<file path="config.mk">
export PLATFORM = sky130hd
export DESIGN_NAME = timer16_event_square_oneshot
export DESIGN_NICKNAME = d
export VERILOG_FILES = /design/src/core/tmr_pkg.sv /design/src/core/tmr_filt_if.sv /design/src/core/tmr_pin_filter.sv /design/src/core/timer16_event_square_oneshot.sv
export SDC_FILE = /design/constraint.sdc
export NUM_CORES = 1
export LEC_CHECK = 0
export BUFFER_PORTS_ARGS = -buffer_cell sky130_fd_sc_hd__buf_4
export CAP_MARGIN = 15
export CORE_UTILIZATION = 30
export DETAILED_ROUTE_END_ITERATION = 8
export PLACE_DENSITY = 0.47
export SYNTH_ARGS = -nofsm -noshare
export SYNTH_HDL_FRONTEND = slang
export SYNTH_HIERARCHICAL = 1
export SYNTH_SLANG_ARGS = --single-unit
</file>
<file path="constraint.sdc">
create_clock -name i_core_clk -period 2.3 [get_ports i_core_clk]
set_input_delay 0.46 -clock i_core_clk [delete_from_list [all_inputs] [get_ports i_core_clk]]
set_output_delay 0.46 -clock i_core_clk [all_outputs]
set_load 0.005 [all_outputs]
</file>
<file path="src/core/tmr_pkg.sv">
// Shared constants for the 16-bit timer/event counter.
// Assumes a single core clock and a plain register port with 4-bit word addresses.
package tmr_pkg;

   // Register word addresses
   localparam logic [3:0]  OFS_MODE      = 4'h0;
   localparam logic [3:0]  OFS_CCC       = 4'h1;
   localparam logic [3:0]  OFS_PRESC     = 4'h2;
   localparam logic [3:0]  OFS_OUTC      = 4'h3;
   localparam logic [3:0]  OFS_CMPA      = 4'h4;
   localparam logic [3:0]  OFS_CMPB      = 4'h5;
   localparam logic [3:0]  OFS_CNT       = 4'h6;

   // Field positions
   localparam int          POS_OVF       = 0;
   localparam int          POS_OPM_LO    = 2;
   localparam int          POS_FSEL      = 0;
   localparam int          POS_CSEL_LO   = 0;
   localparam int          POS_EDGE_LO   = 4;
   localparam int          POS_OE        = 0;
   localparam int          POS_TOG_A     = 1;
   localparam int          POS_TOG_B     = 4;
   localparam int          POS_OS_EN     = 5;
   localparam int          POS_OS_TRIG   = 6;

   // Reset values and counter maximum
   localparam logic [7:0]  RST_CTRL      = 8'h00;
   localparam logic [15:0] RST_WORD      = 16'h0000;
   localparam logic [15:0] CNT_MAX       = 16'hFFFF;

   // Operating modes
   typedef enum logic [1:0] {
      OPM_STOP      = 2'h0,
      OPM_EDGE_CLR  = 2'h1,
      OPM_FREE      = 2'h2,
      OPM_MATCH_CLR = 2'h3
   } opm_t;

   // Edge select codes
   localparam logic [1:0]  EDGE_FALL     = 2'h0;
   localparam logic [1:0]  EDGE_RISE     = 2'h1;
   localparam logic [1:0]  EDGE_NONE     = 2'h2;
   localparam logic [1:0]  EDGE_BOTH     = 2'h3;

   // Count clock selection
   localparam logic [1:0]  CSEL_DIV1     = 2'h0;
   localparam logic [1:0]  CSEL_DIV2     = 2'h1;
   localparam logic [1:0]  CSEL_DIV4     = 2'h2;
   localparam logic [1:0]  CSEL_PIN      = 2'h3;

   // One-shot states
   typedef enum logic [2:0] {
      OS_IDLE   = 3'b001,
      OS_WAIT   = 3'b010,
      OS_ACTIVE = 3'b100
   } os_state_t;

endpackage

</file>
<file path="src/core/tmr_filt_if.sv">
// Carries the raw timer input and its filtered level.
// Assumes both ends run on the core clock.
interface tmr_filt_if;
   logic raw;
   logic level;
   modport filt (input raw, output level);
   modport user (output raw, input level);
endinterface

</file>
<file path="src/core/tmr_pin_filter.sv">
// Level filter for the timer input pin.
// Assumes the pin is already synchronous to the core clock.
module tmr_pin_filter (
   input  wire logic  i_core_clk,
   input  wire logic  i_rst_n,
   tmr_filt_if.filt   fif
);

   logic [1:0] samp_ff;
   logic       level_ff;

   // Two consecutive samples
   always_ff @(posedge i_core_clk) begin
      if (!i_rst_n) begin
         samp_ff <= 2'h0;
      end else begin
         samp_ff <= {samp_ff[0], fif.raw};
      end
   end

   // New level taken only when both samples agree
   always_ff @(posedge i_core_clk) begin
      if (!i_rst_n) begin
         level_ff <= 1'b0;
      end else if (samp_ff[0] == samp_ff[1]) begin
         level_ff <= samp_ff[0];
      end
   end

   assign fif.level = level_ff;
endmodule

</file>
<file path="src/core/timer16_event_square_oneshot.sv">
// 16-bit timer with event counting, square-wave and one-shot pulse output.
// Assumes a synchronous timer input pin and a one-cycle register port.

// Functional notes
// Software programs compare control, prescaler, nonzero compare A, then mode.
// Event mode counts one per valid filtered input edge.
// Counter equal to compare A clears counter and pulses match A.
// Software keeps compare A nonzero in event mode.
// Prescaler bits 5:4 pick falling, rising or both edges.
// Input edge accepted only after two equal samples of new level.
// Overflow flag sets only when counter wraps past maximum.
// Function select bit 0 clear makes compare A a compare register.
// Software reads event count from the counter itself.
// Software sets prescaler, compare control, output control, compares, then mode.
// Enable and toggle-A bits invert output every compare A plus one.
// Software leaves compare A alone while square wave runs.
// Soft trigger bit 6 restarts counter; with B below A, active at B, inactive at A.
// With B above A, active at A match, inactive at B match.
// Counter keeps running after pulse; stops only on mode 00.
// Counter runs at once when mode bits are nonzero.
// Software does not trigger again while a pulse is out.
// In soft-trigger one-shot, a valid input edge still restarts counter; the code restarts on edges only in edge-clear mode 01.
// External valid edge clears and starts counter and one-shot pulse.
// Software loads both compares nonzero before one-shot use.
// External edge during a pulse is ignored.
// Output held inactive when output disabled or counter stopped.
module timer16_event_square_oneshot (
   input  wire logic        i_core_clk,
   input  wire logic        i_rst_n,
   input  wire logic [3:0]  i_addr,
   input  wire logic [15:0] i_wdata,
   input  wire logic        i_wr,
   input  wire logic        i_rd,
   output logic      [15:0] o_rdata,
   input  wire logic        i_timer_input_pin,
   output logic             o_timer_output_pin,
   output logic             o_match_a_interrupt,
   output logic             o_match_b_interrupt
);

   logic [7:0]          mode_control_reg_ff;
   logic [7:0]          capture_compare_control_ff;
   logic [7:0]          prescaler_mode_reg_ff;
   logic [7:0]          output_control_reg_ff;
   logic [15:0]         compare_reg_a_ff;
   logic [15:0]         compare_reg_b_ff;
   logic [15:0]         main_counter_ff;
   logic [15:0]         nxt_main_counter;
   logic [15:0]         rdata_ff;
   logic [1:0]          div_ff;
   logic                prev_level_ff;
   logic                out_ff;
   logic                nxt_out;
   logic                irq_a_ff;
   logic                irq_b_ff;
   tmr_pkg::os_state_t  os_state_ff;
   tmr_pkg::os_state_t  nxt_os_state;
   tmr_pkg::opm_t       opm;
   logic [1:0]          edge_sel;
   logic [1:0]          csel;
   logic                running;
   logic                level;
   logic                valid_edge;
   logic                div_tick;
   logic                tick;
   logic                os_en;
   logic                os_busy;
   logic                soft_trig;
   logic                ext_restart;
   logic                restart;
   logic                match_a;
   logic                match_b;
   logic                first_evt;
   logic                second_evt;
   logic                ovf_evt;
   logic                wr_mode;

   tmr_filt_if fif ();

   // Input pin filter
   assign fif.raw = i_timer_input_pin;
   assign level   = fif.level;

   tmr_pin_filter u_filter (
      .i_core_clk (i_core_clk),
      .i_rst_n    (i_rst_n),
      .fif        (fif)
   );

   // Picks whether a level change is a valid edge
   function automatic logic edge_ok(input logic [1:0] sel, input logic rise,
                                    input logic fall);
      unique case (sel)
         tmr_pkg::EDGE_FALL: edge_ok = fall;
         tmr_pkg::EDGE_RISE: edge_ok = rise;
         tmr_pkg::EDGE_BOTH: edge_ok = rise | fall;
         default:            edge_ok = 1'b0;
      endcase
   endfunction

   // Field decode
   assign opm      = tmr_pkg::opm_t'(mode_control_reg_ff[tmr_pkg::POS_OPM_LO +: 2]);
   assign edge_sel = prescaler_mode_reg_ff[tmr_pkg::POS_EDGE_LO +: 2];
   assign csel     = prescaler_mode_reg_ff[tmr_pkg::POS_CSEL_LO +: 2];
   assign os_en    = output_control_reg_ff[tmr_pkg::POS_OS_EN];
   assign running  = (opm != tmr_pkg::OPM_STOP);
   assign os_busy  = (os_state_ff != tmr_pkg::OS_IDLE);
   assign wr_mode  = i_wr && (i_addr == tmr_pkg::OFS_MODE);

   // Valid edge detection, ignored while stopped
   assign valid_edge = running && edge_ok(edge_sel, level & ~prev_level_ff,
                                          ~level & prev_level_ff);

   always_ff @(posedge i_core_clk) begin
      if (!i_rst_n) begin
         prev_level_ff <= 1'b0;
      end else begin
         prev_level_ff <= level;
      end
   end

   // Prescaler divider
   always_ff @(posedge i_core_clk) begin
      if (!i_rst_n) begin
         div_ff <= 2'h0;
      end else begin
         div_ff <= div_ff + 2'h1;
      end
   end

   always_comb begin
      unique case (csel)
         tmr_pkg::CSEL_DIV1: div_tick = 1'b1;
         tmr_pkg::CSEL_DIV2: div_tick = div_ff[0];
         tmr_pkg::CSEL_DIV4: div_tick = (div_ff == 2'h3);
         default:            div_tick = 1'b0;
      endcase
   end

   // Count clock: input edges or divided system clock
   assign tick = running && ((csel == tmr_pkg::CSEL_PIN) ? valid_edge : div_tick);

   // Restart sources
   assign soft_trig   = running && os_en && i_wr && (i_addr == tmr_pkg::OFS_OUTC)
                        && i_wdata[tmr_pkg::POS_OS_TRIG];
   assign ext_restart = (opm == tmr_pkg::OPM_EDGE_CLR) && (csel != tmr_pkg::CSEL_PIN)
                        && valid_edge && !(os_en && os_busy);
   assign restart     = soft_trig || ext_restart;

   // Compare matches; A is compare only while function select is clear
   assign match_a = tick && !restart && (main_counter_ff == compare_reg_a_ff)
                    && !capture_compare_control_ff[tmr_pkg::POS_FSEL];
   assign match_b = tick && !restart && (main_counter_ff == compare_reg_b_ff);
   assign ovf_evt = tick && !restart && (main_counter_ff == tmr_pkg::CNT_MAX);

   // Main counter
   always_comb begin
      nxt_main_counter = main_counter_ff;
      if (!running) begin
         nxt_main_counter = tmr_pkg::RST_WORD;
      end else if (restart) begin
         nxt_main_counter = tmr_pkg::RST_WORD;
      end else if (tick) begin
         if (match_a && (opm == tmr_pkg::OPM_MATCH_CLR)) begin
            nxt_main_counter = tmr_pkg::RST_WORD;
         end else begin
            nxt_main_counter = main_counter_ff + 16'h0001;
         end
      end
   end

   always_ff @(posedge i_core_clk) begin
      if (!i_rst_n) begin
         main_counter_ff <= tmr_pkg::RST_WORD;
      end else begin
         main_counter_ff <= nxt_main_counter;
      end
   end

   // Mode register; overflow set wins over a software clear
   always_ff @(posedge i_core_clk) begin
      if (!i_rst_n) begin
         mode_control_reg_ff <= tmr_pkg::RST_CTRL;
      end else begin
         mode_control_reg_ff <= wr_mode ? i_wdata[7:0] : mode_control_reg_ff;
         if (ovf_evt) begin
            mode_control_reg_ff[tmr_pkg::POS_OVF] <= 1'b1;
         end
      end
   end

   // Control registers; the trigger bit is never stored
   always_ff @(posedge i_core_clk) begin
      if (!i_rst_n) begin
         capture_compare_control_ff <= tmr_pkg::RST_CTRL;
         prescaler_mode_reg_ff      <= tmr_pkg::RST_CTRL;
         output_control_reg_ff      <= tmr_pkg::RST_CTRL;
      end else if (i_wr) begin
         if (i_addr == tmr_pkg::OFS_CCC) begin
            capture_compare_control_ff <= i_wdata[7:0];
         end
         if (i_addr == tmr_pkg::OFS_PRESC) begin
            prescaler_mode_reg_ff <= i_wdata[7:0];
         end
         if (i_addr == tmr_pkg::OFS_OUTC) begin
            output_control_reg_ff <= i_wdata[7:0] & ~(8'h01 << tmr_pkg::POS_OS_TRIG);
         end
      end
   end

   // Compare registers
   always_ff @(posedge i_core_clk) begin
      if (!i_rst_n) begin
         compare_reg_a_ff <= tmr_pkg::RST_WORD;
         compare_reg_b_ff <= tmr_pkg::RST_WORD;
      end else if (i_wr) begin
         if (i_addr == tmr_pkg::OFS_CMPA) begin
            compare_reg_a_ff <= i_wdata;
         end
         if (i_addr == tmr_pkg::OFS_CMPB) begin
            compare_reg_b_ff <= i_wdata;
         end
      end
   end

   // One-shot ordering: B first when B below A, else A first
   assign first_evt  = (compare_reg_b_ff < compare_reg_a_ff) ? match_b : match_a;
   assign second_evt = (compare_reg_b_ff < compare_reg_a_ff) ? match_a : match_b;

   always_comb begin
      nxt_os_state = os_state_ff;
      if (!running || !os_en) begin
         nxt_os_state = tmr_pkg::OS_IDLE;
      end else begin
         unique case (os_state_ff)
            tmr_pkg::OS_IDLE: begin
               if (restart) begin
                  nxt_os_state = tmr_pkg::OS_WAIT;
               end
            end
            tmr_pkg::OS_WAIT: begin
               if (first_evt) begin
                  nxt_os_state = tmr_pkg::OS_ACTIVE;
               end
            end
            tmr_pkg::OS_ACTIVE: begin
               if (second_evt) begin
                  nxt_os_state = tmr_pkg::OS_IDLE;
               end
            end
            default: nxt_os_state = tmr_pkg::OS_IDLE;
         endcase
      end
   end

   always_ff @(posedge i_core_clk) begin
      if (!i_rst_n) begin
         os_state_ff <= tmr_pkg::OS_IDLE;
      end else begin
         os_state_ff <= nxt_os_state;
      end
   end

   // Output pin level
   always_comb begin
      if (!running || !output_control_reg_ff[tmr_pkg::POS_OE]) begin
         nxt_out = 1'b0;
      end else if (os_en) begin
         nxt_out = (nxt_os_state == tmr_pkg::OS_ACTIVE);
      end else begin
         nxt_out = out_ff ^ ((match_a && output_control_reg_ff[tmr_pkg::POS_TOG_A])
                          || (match_b && output_control_reg_ff[tmr_pkg::POS_TOG_B]));
      end
   end

   always_ff @(posedge i_core_clk) begin
      if (!i_rst_n) begin
         out_ff <= 1'b0;
      end else begin
         out_ff <= nxt_out;
      end
   end

   // Match interrupt pulses
   always_ff @(posedge i_core_clk) begin
      if (!i_rst_n) begin
         irq_a_ff <= 1'b0;
         irq_b_ff <= 1'b0;
      end else begin
         irq_a_ff <= match_a;
         irq_b_ff <= match_b;
      end
   end

   // Read data, valid only the cycle after the strobe
   always_ff @(posedge i_core_clk) begin
      if (!i_rst_n) begin
         rdata_ff <= tmr_pkg::RST_WORD;
      end else if (!i_rd) begin
         rdata_ff <= tmr_pkg::RST_WORD;
      end else begin
         unique case (i_addr)
            tmr_pkg::OFS_MODE:  rdata_ff <= {8'h00, mode_control_reg_ff};
            tmr_pkg::OFS_CCC:   rdata_ff <= {8'h00, capture_compare_control_ff};
            tmr_pkg::OFS_PRESC: rdata_ff <= {8'h00, prescaler_mode_reg_ff};
            tmr_pkg::OFS_OUTC:  rdata_ff <= {8'h00, output_control_reg_ff};
            tmr_pkg::OFS_CMPA:  rdata_ff <= compare_reg_a_ff;
            tmr_pkg::OFS_CMPB:  rdata_ff <= compare_reg_b_ff;
            tmr_pkg::OFS_CNT:   rdata_ff <= main_counter_ff;
            default:            rdata_ff <= tmr_pkg::RST_WORD;
         endcase
      end
   end

   assign o_rdata             = rdata_ff;
   assign o_timer_output_pin  = out_ff;
   assign o_match_a_interrupt = irq_a_ff;
   assign o_match_b_interrupt = irq_b_ff;
endmodule

</file>
Word-level counts from Yosys, hierarchy flattened
Index checks and enable logic that the tools add are counted.

Input port bits: 25. Flip-flop bits (word level): 107. Logic and storage cells: 109.

Reductions and logical operators: 42. Magnitude comparators: 1. Eq/ne operators: 24. Bitwise gates (word level): 8. $add $sub $neg: 2. Multiplexer cells: 15.

Operator list (count): 16-bit case mux with 7 select lines (1); 16-bit equality test (2); 1-bit logical AND (19); 16-bit by 1-bit adder with 16-bit output, second input constant (1); 16-bit equality test, second input constant (1); 16-bit < comparator (1); 16-bit 2-to-1 mux (1); 4-bit by 3-bit equality test with 1-bit output, second input constant (3); 3-bit 2-to-1 mux (4); 2-bit AND reduction (6); 2-bit equality test, second input constant (5); 3-bit case mux with 3 select lines (1); 4-bit by 2-bit equality test with 1-bit output, second input constant (2); 2-bit by 1-bit equality test with 1-bit output, second input constant (3); 3-bit equality test, second input constant (2); 1-bit zero test (6); 1-bit 2-to-1 mux (6); 1-bit case mux with 3 select lines (2); 4-bit by 1-bit equality test with 1-bit output, second input constant (1); 2-bit zero test (2); 4-bit zero test (1); 1-bit logical OR (4); 1-bit inverter (4); 2-bit nonzero test (2); other kinds (11) (12).

Logic depth before layout (Yosys ltp)
Depth in word-level cells: 18. Depth in mapped cells: 11. Mapped depth without buffers: 9.

Cells and area by module
The synthesis kept the hierarchy.

By module, submodules not included: timer16_event_square_oneshot (cells an instance 629, area each 5292.6 um2, times used 1); tmr_pin_filter (cells an instance 8, area each 96.3 um2, times used 1).

Worst setup path before layout
Ideal clock, no wire load.

Kind: register -> register. From: register u_filter.level_ff (netlist: u_filter/fif.level). To: register main_counter_ff[12]. Buffers on the path: 2. Arrival: 2.087 ns. Clock period less this slack: 2.204 ns. Cell stages (with the launch flop): 12. Data required time: 2.183 ns. Setup slack: 0.096 ns. Cell sequence: dfxtp_1 -> inv_1 -> ha_1 -> nor3b_1 -> mux2_2 -> o31a_1 -> buf_6 -> and4_1 -> clkbuf_1 -> and4_1 -> xnor2_1 -> nor2_1.

Longest elaborated chain between the ends: 14. Elaborated cells on any way between the ends: 18. Classes of those cells: 3 x mux; 4 x bitwise; 11 x reduce/logical.

Ends and longest elaborated chain: start: declaration (RTL line tmr_pin_filter.sv:10) `logic level_ff;`; start signal: assignment (RTL line tmr_pin_filter.sv:26) `level_ff <= samp_ff[0];`; 1-bit inverter (RTL line timer16_event_square_oneshot.sv:112) `~level & prev_level_ff);`; 1-bit AND (RTL line timer16_event_square_oneshot.sv:112); 1-bit OR (RTL line timer16_event_square_oneshot.sv:96) `tmr_pkg::EDGE_BOTH: edge_ok = rise | fall;`; 1-bit case mux with 3 select lines * (RTL line timer16_event_square_oneshot.sv:93) `unique case (sel)`; 1-bit logical AND * (RTL line timer16_event_square_oneshot.sv:111) `assign valid_edge = running && edge_ok(edge_sel, level & ~prev_level_ff,`; 1-bit logical AND (2 in a row) (RTL line timer16_event_square_oneshot.sv:147) `&& valid_edge && !(os_en && os_busy);`; 1-bit logical OR (RTL line timer16_event_square_oneshot.sv:148) `assign restart = soft_trig || ext_restart;`; 1-bit zero test (RTL line timer16_event_square_oneshot.sv:151) `assign match_a = tick && !restart && (main_counter_ff == compare_reg_a_ff)`; 1-bit logical AND (2 in a row) (RTL line timer16_event_square_oneshot.sv:151); 1-bit logical AND (RTL line timer16_event_square_oneshot.sv:152) `&& !capture_compare_control_ff[tmr_pkg::POS_FSEL];`; 1-bit logical AND (RTL line timer16_event_square_oneshot.sv:164) `if (match_a && (opm == tmr_pkg::OPM_MATCH_CLR)) begin`; 16-bit 2-to-1 mux (RTL line timer16_event_square_oneshot.sv:164); end signal: assignment (RTL line timer16_event_square_oneshot.sv:174) `main_counter_ff <= tmr_pkg::RST_WORD;`; end signal: assignment (RTL line timer16_event_square_oneshot.sv:176) `main_counter_ff <= nxt_main_counter;`; end: declaration (RTL line timer16_event_square_oneshot.sv:47) `logic [15:0] main_counter_ff;`.

Every way passes the cells marked *; elsewhere a longest branch is shown, timed or not. A chain may end at the register's enable or synchronous reset.

Worst setup path after layout
From: register u_filter.level_ff (netlist: u_filter/fif.level). To: register out_ff (netlist: o_timer_output_pin).

Longest elaborated chain between the ends: 18. Elaborated cells on any way between the ends: 29. Classes of those cells: 1 x eq/ne; 10 x mux; 5 x bitwise; 13 x reduce/logical.

Ends and longest elaborated chain: 1-bit inverter (RTL line timer16_event_square_oneshot.sv:112); 1-bit AND (RTL line timer16_event_square_oneshot.sv:112); 1-bit OR (RTL line timer16_event_square_oneshot.sv:96); 1-bit case mux with 3 select lines * (RTL line timer16_event_square_oneshot.sv:93); 1-bit logical AND * (RTL line timer16_event_square_oneshot.sv:111); 1-bit logical AND (2 in a row) (RTL line timer16_event_square_oneshot.sv:147); 1-bit logical OR (RTL line timer16_event_square_oneshot.sv:148); 1-bit zero test (RTL line timer16_event_square_oneshot.sv:151, timer16_event_square_oneshot.sv:153); 1-bit logical AND (RTL line timer16_event_square_oneshot.sv:151, timer16_event_square_oneshot.sv:153); 1-bit logical AND (RTL line timer16_event_square_oneshot.sv:151); 1-bit logical AND (RTL line timer16_event_square_oneshot.sv:152); 1-bit 2-to-1 mux, on equally long branches (RTL line timer16_event_square_oneshot.sv:228, timer16_event_square_oneshot.sv:227); 3-bit 2-to-1 mux, on equally long branches (RTL line timer16_event_square_oneshot.sv:247, timer16_event_square_oneshot.sv:242); 3-bit case mux with 3 select lines (RTL line timer16_event_square_oneshot.sv:235) `unique case (os_state_ff)`; 3-bit 2-to-1 mux (RTL line timer16_event_square_oneshot.sv:232) `if (!running || !os_en) begin`; 3-bit equality test (RTL line timer16_event_square_oneshot.sv:269) `nxt_out = (nxt_os_state == tmr_pkg::OS_ACTIVE);`; 1-bit 2-to-1 mux * (RTL line timer16_event_square_oneshot.sv:268) `end else if (os_en) begin`; end signal: assignment (RTL line timer16_event_square_oneshot.sv:280) `out_ff <= nxt_out;`; end: declaration (RTL line timer16_event_square_oneshot.sv:52) `logic out_ff;`.

Marked as above.

==> impl_results.html <==
<table>
<tr><th>Metric</th><th>Value</th></tr>
<tr><th colspan="2">Outcome</th></tr>
<tr><td>Status</td><td>finished, violations left</td></tr>
<tr><td>Failing checks</td><td>setup timing</td></tr>
<tr><th colspan="2">Clocking</th></tr>
<tr><td>Root Buffer Master</td><td>clkbuf_16</td></tr>
<tr><td>Clock tree sinks</td><td>roughly 110</td></tr>
<tr><td>Number of levels in the clock H-tree</td><td>3</td></tr>
<tr><td>CTS tree</td><td>built</td></tr>
<tr><td>Clock transition at the register clock pins on the worst setup and hold paths after CTS</td><td>around 0.07 ns</td></tr>
<tr><td>CTS buffer count</td><td>9</td></tr>
<tr><td>Worst-case clock buffer depth</td><td>2</td></tr>
<tr><td>Clock latency reported for the late side of the worst-skew pair</td><td>about 0.35 ns</td></tr>
<tr><th colspan="2">Critical path</th></tr>
<tr><td>Critical path's top delay family</td><td>compound AO/OA/AOI/OAI gates</td></tr>
<tr><td>Logic depth of the worst setup path including buffers</td><td>8</td></tr>
<tr><td>Start point of the critical path</td><td>u_filter/fif.level</td></tr>
<tr><td>Depth of the worst register-to-register path</td><td>8</td></tr>
<tr><td>Data arrival at the endpoint of the critical path</td><td>2.59 ns</td></tr>
<tr><td>Endpoint kind of the worst setup timing path</td><td>register</td></tr>
<tr><td>Data required time at the worst endpoint</td><td>around 2.6 ns</td></tr>
<tr><td>Crit path capture</td><td>o_timer_output_pin</td></tr>
<tr><td>Crit path max-delay cell type</td><td>a2111o_1</td></tr>
<tr><td>Largest stage delay, worst path</td><td>between 0.4 and 0.5 ns</td></tr>
<tr><td>Ordered list of cells on the worst path</td><td>ha_4 -&gt; or2b_1 -&gt; a21oi_2 -&gt; o31a_1 -&gt; and4_4 -&gt; nand3_2 -&gt; a2111o_1 -&gt; a31oi_1</td></tr>
<tr><td>CP Launch Type</td><td>register</td></tr>
<tr><td>Number of buffers and inverters on the critical path</td><td>0</td></tr>
<tr><td>Critical-path maximum fanout</td><td>4</td></tr>
<tr><td>Register-to-register path setup slack</td><td>-0.01 ns</td></tr>
<tr><td>End of the worst register-to-register path</td><td>o_timer_output_pin</td></tr>
<tr><td>Class of the most critical setup path</td><td>register to register</td></tr>
<tr><td>Worst r2r src</td><td>u_filter/fif.level</td></tr>
<tr><th colspan="2">Min path</th></tr>
<tr><td>Min-delay worst type</td><td>primary input to register</td></tr>
<tr><td>Hold wc startpoint</td><td>i_timer_input_pin</td></tr>
<tr><th colspan="2">STA</th></tr>
<tr><td>Slew of the pin with the lowest slew margin</td><td>0.744 ns</td></tr>
<tr><td>Worst Clk Skew</td><td>between 0.009 and 0.01 ns</td></tr>
<tr><td>RSZ-0062 raised after global routing</td><td>true</td></tr>
<tr><td>Fmax</td><td>between 0.4 and 0.5 GHz</td></tr>
<tr><td>Hold violation total from the final report</td><td>0</td></tr>
<tr><td>Time the worst path needs with I/O delays and setup</td><td>~2.3 ns</td></tr>
<tr><td>Number of endpoints failing setup at the final stage</td><td>1</td></tr>
<tr><td>Max-Slew Margin vs Limit</td><td>50.2%</td></tr>
<tr><td>Final setup slack of the worst path</td><td>-0.0121 ns</td></tr>
<tr><td>Share of the cycle needed by the critical path after routing</td><td>101%</td></tr>
<tr><td>Number of max-slew violations in the final report</td><td>0</td></tr>
<tr><th colspan="2">Placed design</th></tr>
<tr><td>Number of cells after detailed placement</td><td>approximately 930</td></tr>
<tr><td>Number of I/O port buffers</td><td>43</td></tr>
<tr><td>RD Place Congestion</td><td>roughly 0.84</td></tr>
<tr><td>Dpl hpwl</td><td>around 12000 um</td></tr>
<tr><th colspan="2">Power</th></tr>
<tr><td>Total power after layout</td><td>between 3 and 4 mW</td></tr>
<tr><td>Comb power frac</td><td>between 8 and 9%</td></tr>
<tr><td>Net switching power figure</td><td>0.929 mW</td></tr>
<tr><td>Largest vdd supply drop</td><td>407 uV</td></tr>
<tr><td>Cell-internal power</td><td>about 2.9 mW</td></tr>
<tr><td>Sequential cell fraction of total power</td><td>~49%</td></tr>
<tr><td>Lkg Pwr</td><td>2.70 nW</td></tr>
<tr><td>P per Cell Area</td><td>between 500 and 600 mW/mm^2</td></tr>
<tr><td>Sw Ratio</td><td>between 20% and 30%</td></tr>
<tr><td>Share of total power in the clock network</td><td>42.2%</td></tr>
<tr><th colspan="2">Floorplan</th></tr>
<tr><td>Die height</td><td>136 um</td></tr>
<tr><td>Row count</td><td>48</td></tr>
<tr><td>Core Footprint</td><td>around 0.017 mm^2</td></tr>
<tr><td>Die width</td><td>roughly 140 um</td></tr>
<tr><td>Number of top-level pins</td><td>44</td></tr>
<tr><td>Die area</td><td>between 0.015 and 0.02 mm^2</td></tr>
<tr><td>Initial core utilization</td><td>around 31%</td></tr>
<tr><th colspan="2">Yosys</th></tr>
<tr><td>Average cell area after synthesis</td><td>approximately 8.5 um^2</td></tr>
<tr><td>Flip-flop cell with the highest count after synthesis</td><td>dfxtp_1</td></tr>
<tr><td>Share of Yosys cell area claimed by the top area cell type</td><td>around two fifths</td></tr>
<tr><td>Number of different library cells in the post-synthesis netlist</td><td>57</td></tr>
<tr><td>Syn nets</td><td>about 680</td></tr>
<tr><td>Post-synthesis instance area</td><td>approximately 0.0054 mm^2</td></tr>
<tr><td>Proportion of synthesized chip area in sequential cells</td><td>approximately two fifths</td></tr>
<tr><td>Syn. warnings</td><td>6</td></tr>
<tr><td>Proportion of register bits with asynchronous set or reset after synthesis</td><td>0%</td></tr>
<tr><td>Number of synthesized flops with an enable pin</td><td>0</td></tr>
<tr><td>Top cells by area in the synthesized netlist</td><td>dfxtp_1 40%, nand2_1 7.3%, a21oi_1 5.9%</td></tr>
<tr><td>Cell type contributing the most total cell area after synthesis</td><td>dfxtp_1</td></tr>
<tr><td>Post-Synthesis Cells</td><td>roughly 640</td></tr>
<tr><td>Number of register bits inferred by synthesis</td><td>107</td></tr>
<tr><th colspan="2">Finish</th></tr>
<tr><td>Number of antenna diodes</td><td>0</td></tr>
<tr><td>Fill count</td><td>around 1800</td></tr>
<tr><td>Fraction of final layout cells with drive strength greater than 1</td><td>between 20 and 25%</td></tr>
<tr><td>Final Instance Count excl. Fillers</td><td>around 960</td></tr>
<tr><td>Number of nets in the finished design</td><td>~770</td></tr>
<tr><td>Area growth from synthesis to final layout</td><td>25.8%</td></tr>
<tr><th colspan="2">Routing</th></tr>
<tr><td>Count of routing violations after the opening detailed-route iteration</td><td>about 330</td></tr>
<tr><td>Wire per inst</td><td>around 17 um</td></tr>
<tr><td>Number of DRC violations after detailed routing</td><td>0</td></tr>
<tr><td>Total wire length after detailed routing</td><td>15900 um</td></tr>
<tr><td>Vias per inst</td><td>between 4 and 5</td></tr>
<tr><td>Final ANT Viol Nets</td><td>0</td></tr>
<tr><td>Via Count</td><td>roughly 4700</td></tr>
<tr><td>TritonRoute pass-1 iters</td><td>4</td></tr>
<tr><th colspan="2">Job</th></tr>
<tr><td>Max Cap Violations</td><td>0</td></tr>
<tr><th colspan="2">Global routing</th></tr>
<tr><td>Wire length of the first global-routing pass</td><td>roughly 25000 um</td></tr>
<tr><td>Number of antenna violations at the first check in global routing</td><td>0</td></tr>
<tr><td>Total grt overflow</td><td>0</td></tr>
<tr><td>Total GRT Usage</td><td>about 18%</td></tr>
<tr><td>Pin count of the biggest net entering global routing</td><td>just under 70</td></tr>
<tr><td>Via count of the first global-routing pass</td><td>approximately 4600</td></tr>
</table>
worst min path at each step:
stage | to | cells past startpoint
finish | u_filter/samp_ff[0] | 2
global placement | div_ff[0] | 1
floorplan | div_ff[0] | 1
CTS | u_filter/samp_ff[0] | 2
global route | u_filter/samp_ff[0] | 2
detailed placement | div_ff[0] | 1
kinds of logic after synthesis:
kind of cell             synth area share [%]
AO/OA/AOI/OAI                            14.4
XOR/XNOR                                 7.48
adder cells (fa/ha/maj)                  4.41
buffers and inverters                    5.39
flip-flops                               39.7
multiplexers                             6.45
AND/OR/NAND/NOR                          22.1
cells in the mapped netlist, types with 3 or more instances:
library cell  number
nor3_1             5
and3_1             4
nor3b_1            5
nor2b_1            5
dfxtp_1          107
buf_2              7
a22oi_1           16
a222oi_1           3
nor2_1            57
xnor2_1           22
nor4_1             5
clkbuf_1          25
a211oi_1           3
nand3_1           18
buf_6              4
a21oi_1           63
nand3b_1           3
nand4_1           11
nand2_1          105
a22o_1             4
nand2b_1           5
ha_1              19
and2_1             4
a21o_1             5
o21ai_0            8
mux2i_1           28
xor2_1            24
inv_1             23
a31oi_1            5
and4_1             5
buf_4              3
routing by layer:
| metal | up-vias | wire length [um] | part of all wire (%) | track usage (%) |
|---|---|---|---|---|
| met5 | - | 0 | 0 | 0 |
| met4 | 0 | 129 | 0.81 | 4.01 |
| met3 | 8 | 665 | 4.2 | 3.09 |
| met2 | 102 | 7580 | 48 | 29.8 |
| met1 | 2250 | 7480 | 47 | 24.0 |
| li1 | 2378 | - | - | - |
power groups by stage:
stage	combinational, mW	sequential [mW]	clock, mW
after floorplan	0.154	1.93	0
after global placement	0.302	1.93	0
after detailed placement	0.306	1.93	0
after CTS	0.322	1.88	1.66
after global routing	0.358	1.89	1.74
final	0.329	1.88	1.62
cells in the final DEF, fill, tap and decap left out, types with 4 or more instances in the layout:
master     count
a21o_1         5
a21oi_1       63
a22o_1         4
a22oi_1       16
a31oi_1        5
and2_1         4
and3_1         4
buf_4        115
clkbuf_16      9
dfxtp_1       99
dfxtp_2        7
ha_1          16
inv_1         19
mux2i_1       28
nand2_1      104
nand2b_1       5
nand3_1       18
nand4_1       11
nor2_1        57
nor2b_1        5
nor3_1         5
nor4_1         4
o21ai_0        6
xnor2_1       22
xor2_1        24
through the flow:
step / hold WS (ns) / setup WS [ns] / setup TNS [ns] / utilization [%] / cell area (um^2)
after detailed placement: 0.442 / -0.0596 / -0.0819 / 36.4 / 6330
final: 0.329 / -0.0121 / -0.0121 / 38.9 / 6780
after CTS: 0.317 / 0.000180 / 0 / 38.4 / 6680
after global routing: 0.320 / -0.134 / -0.279 / 38.9 / 6780
after global placement: 0.441 / -0.0416 / -0.0675 / 36.4 / 6330
after floorplan: 0.415 / 0.0960 / 0 / - / 5390
registers in the layout (all words and copies together), names as in the netlist, 2 cells and up:
register / cells
div_ff: 2
compare_reg_a_ff: 16
mode_control_reg_ff: 8
o_rdata: 16
capture_compare_control_ff: 8
os_state_ff: 3
compare_reg_b_ff: 16
output_control_reg_ff: 7
prescaler_mode_reg_ff: 8
u_filter/samp_ff: 2
main_counter_ff: 16
repair_timing:
item | CTS | global route
gates resized for setup | 9 | 23
hold buffers | 0 | 0
pin swaps | 4 | 14
setup buffers | 2 | 3
setup endpoints to repair | 3 | 18
layout make-up:
type / instances / area, um^2 / share of cell area, %
flip-flops and latches: 107 / 2150 / 31.8
well taps: 225 / 282 / 4.15
inverters: 23 / 88.8 / 1.31
multi-input cells: 466 / 3040 / 44.9
clock buffers: 10 / 239 / 3.52
clock inverters: 6 / 68.8 / 1.01
repair buffers: 118 / 906 / 13.4
Note: power is estimated with default switching activity, not from simulation.
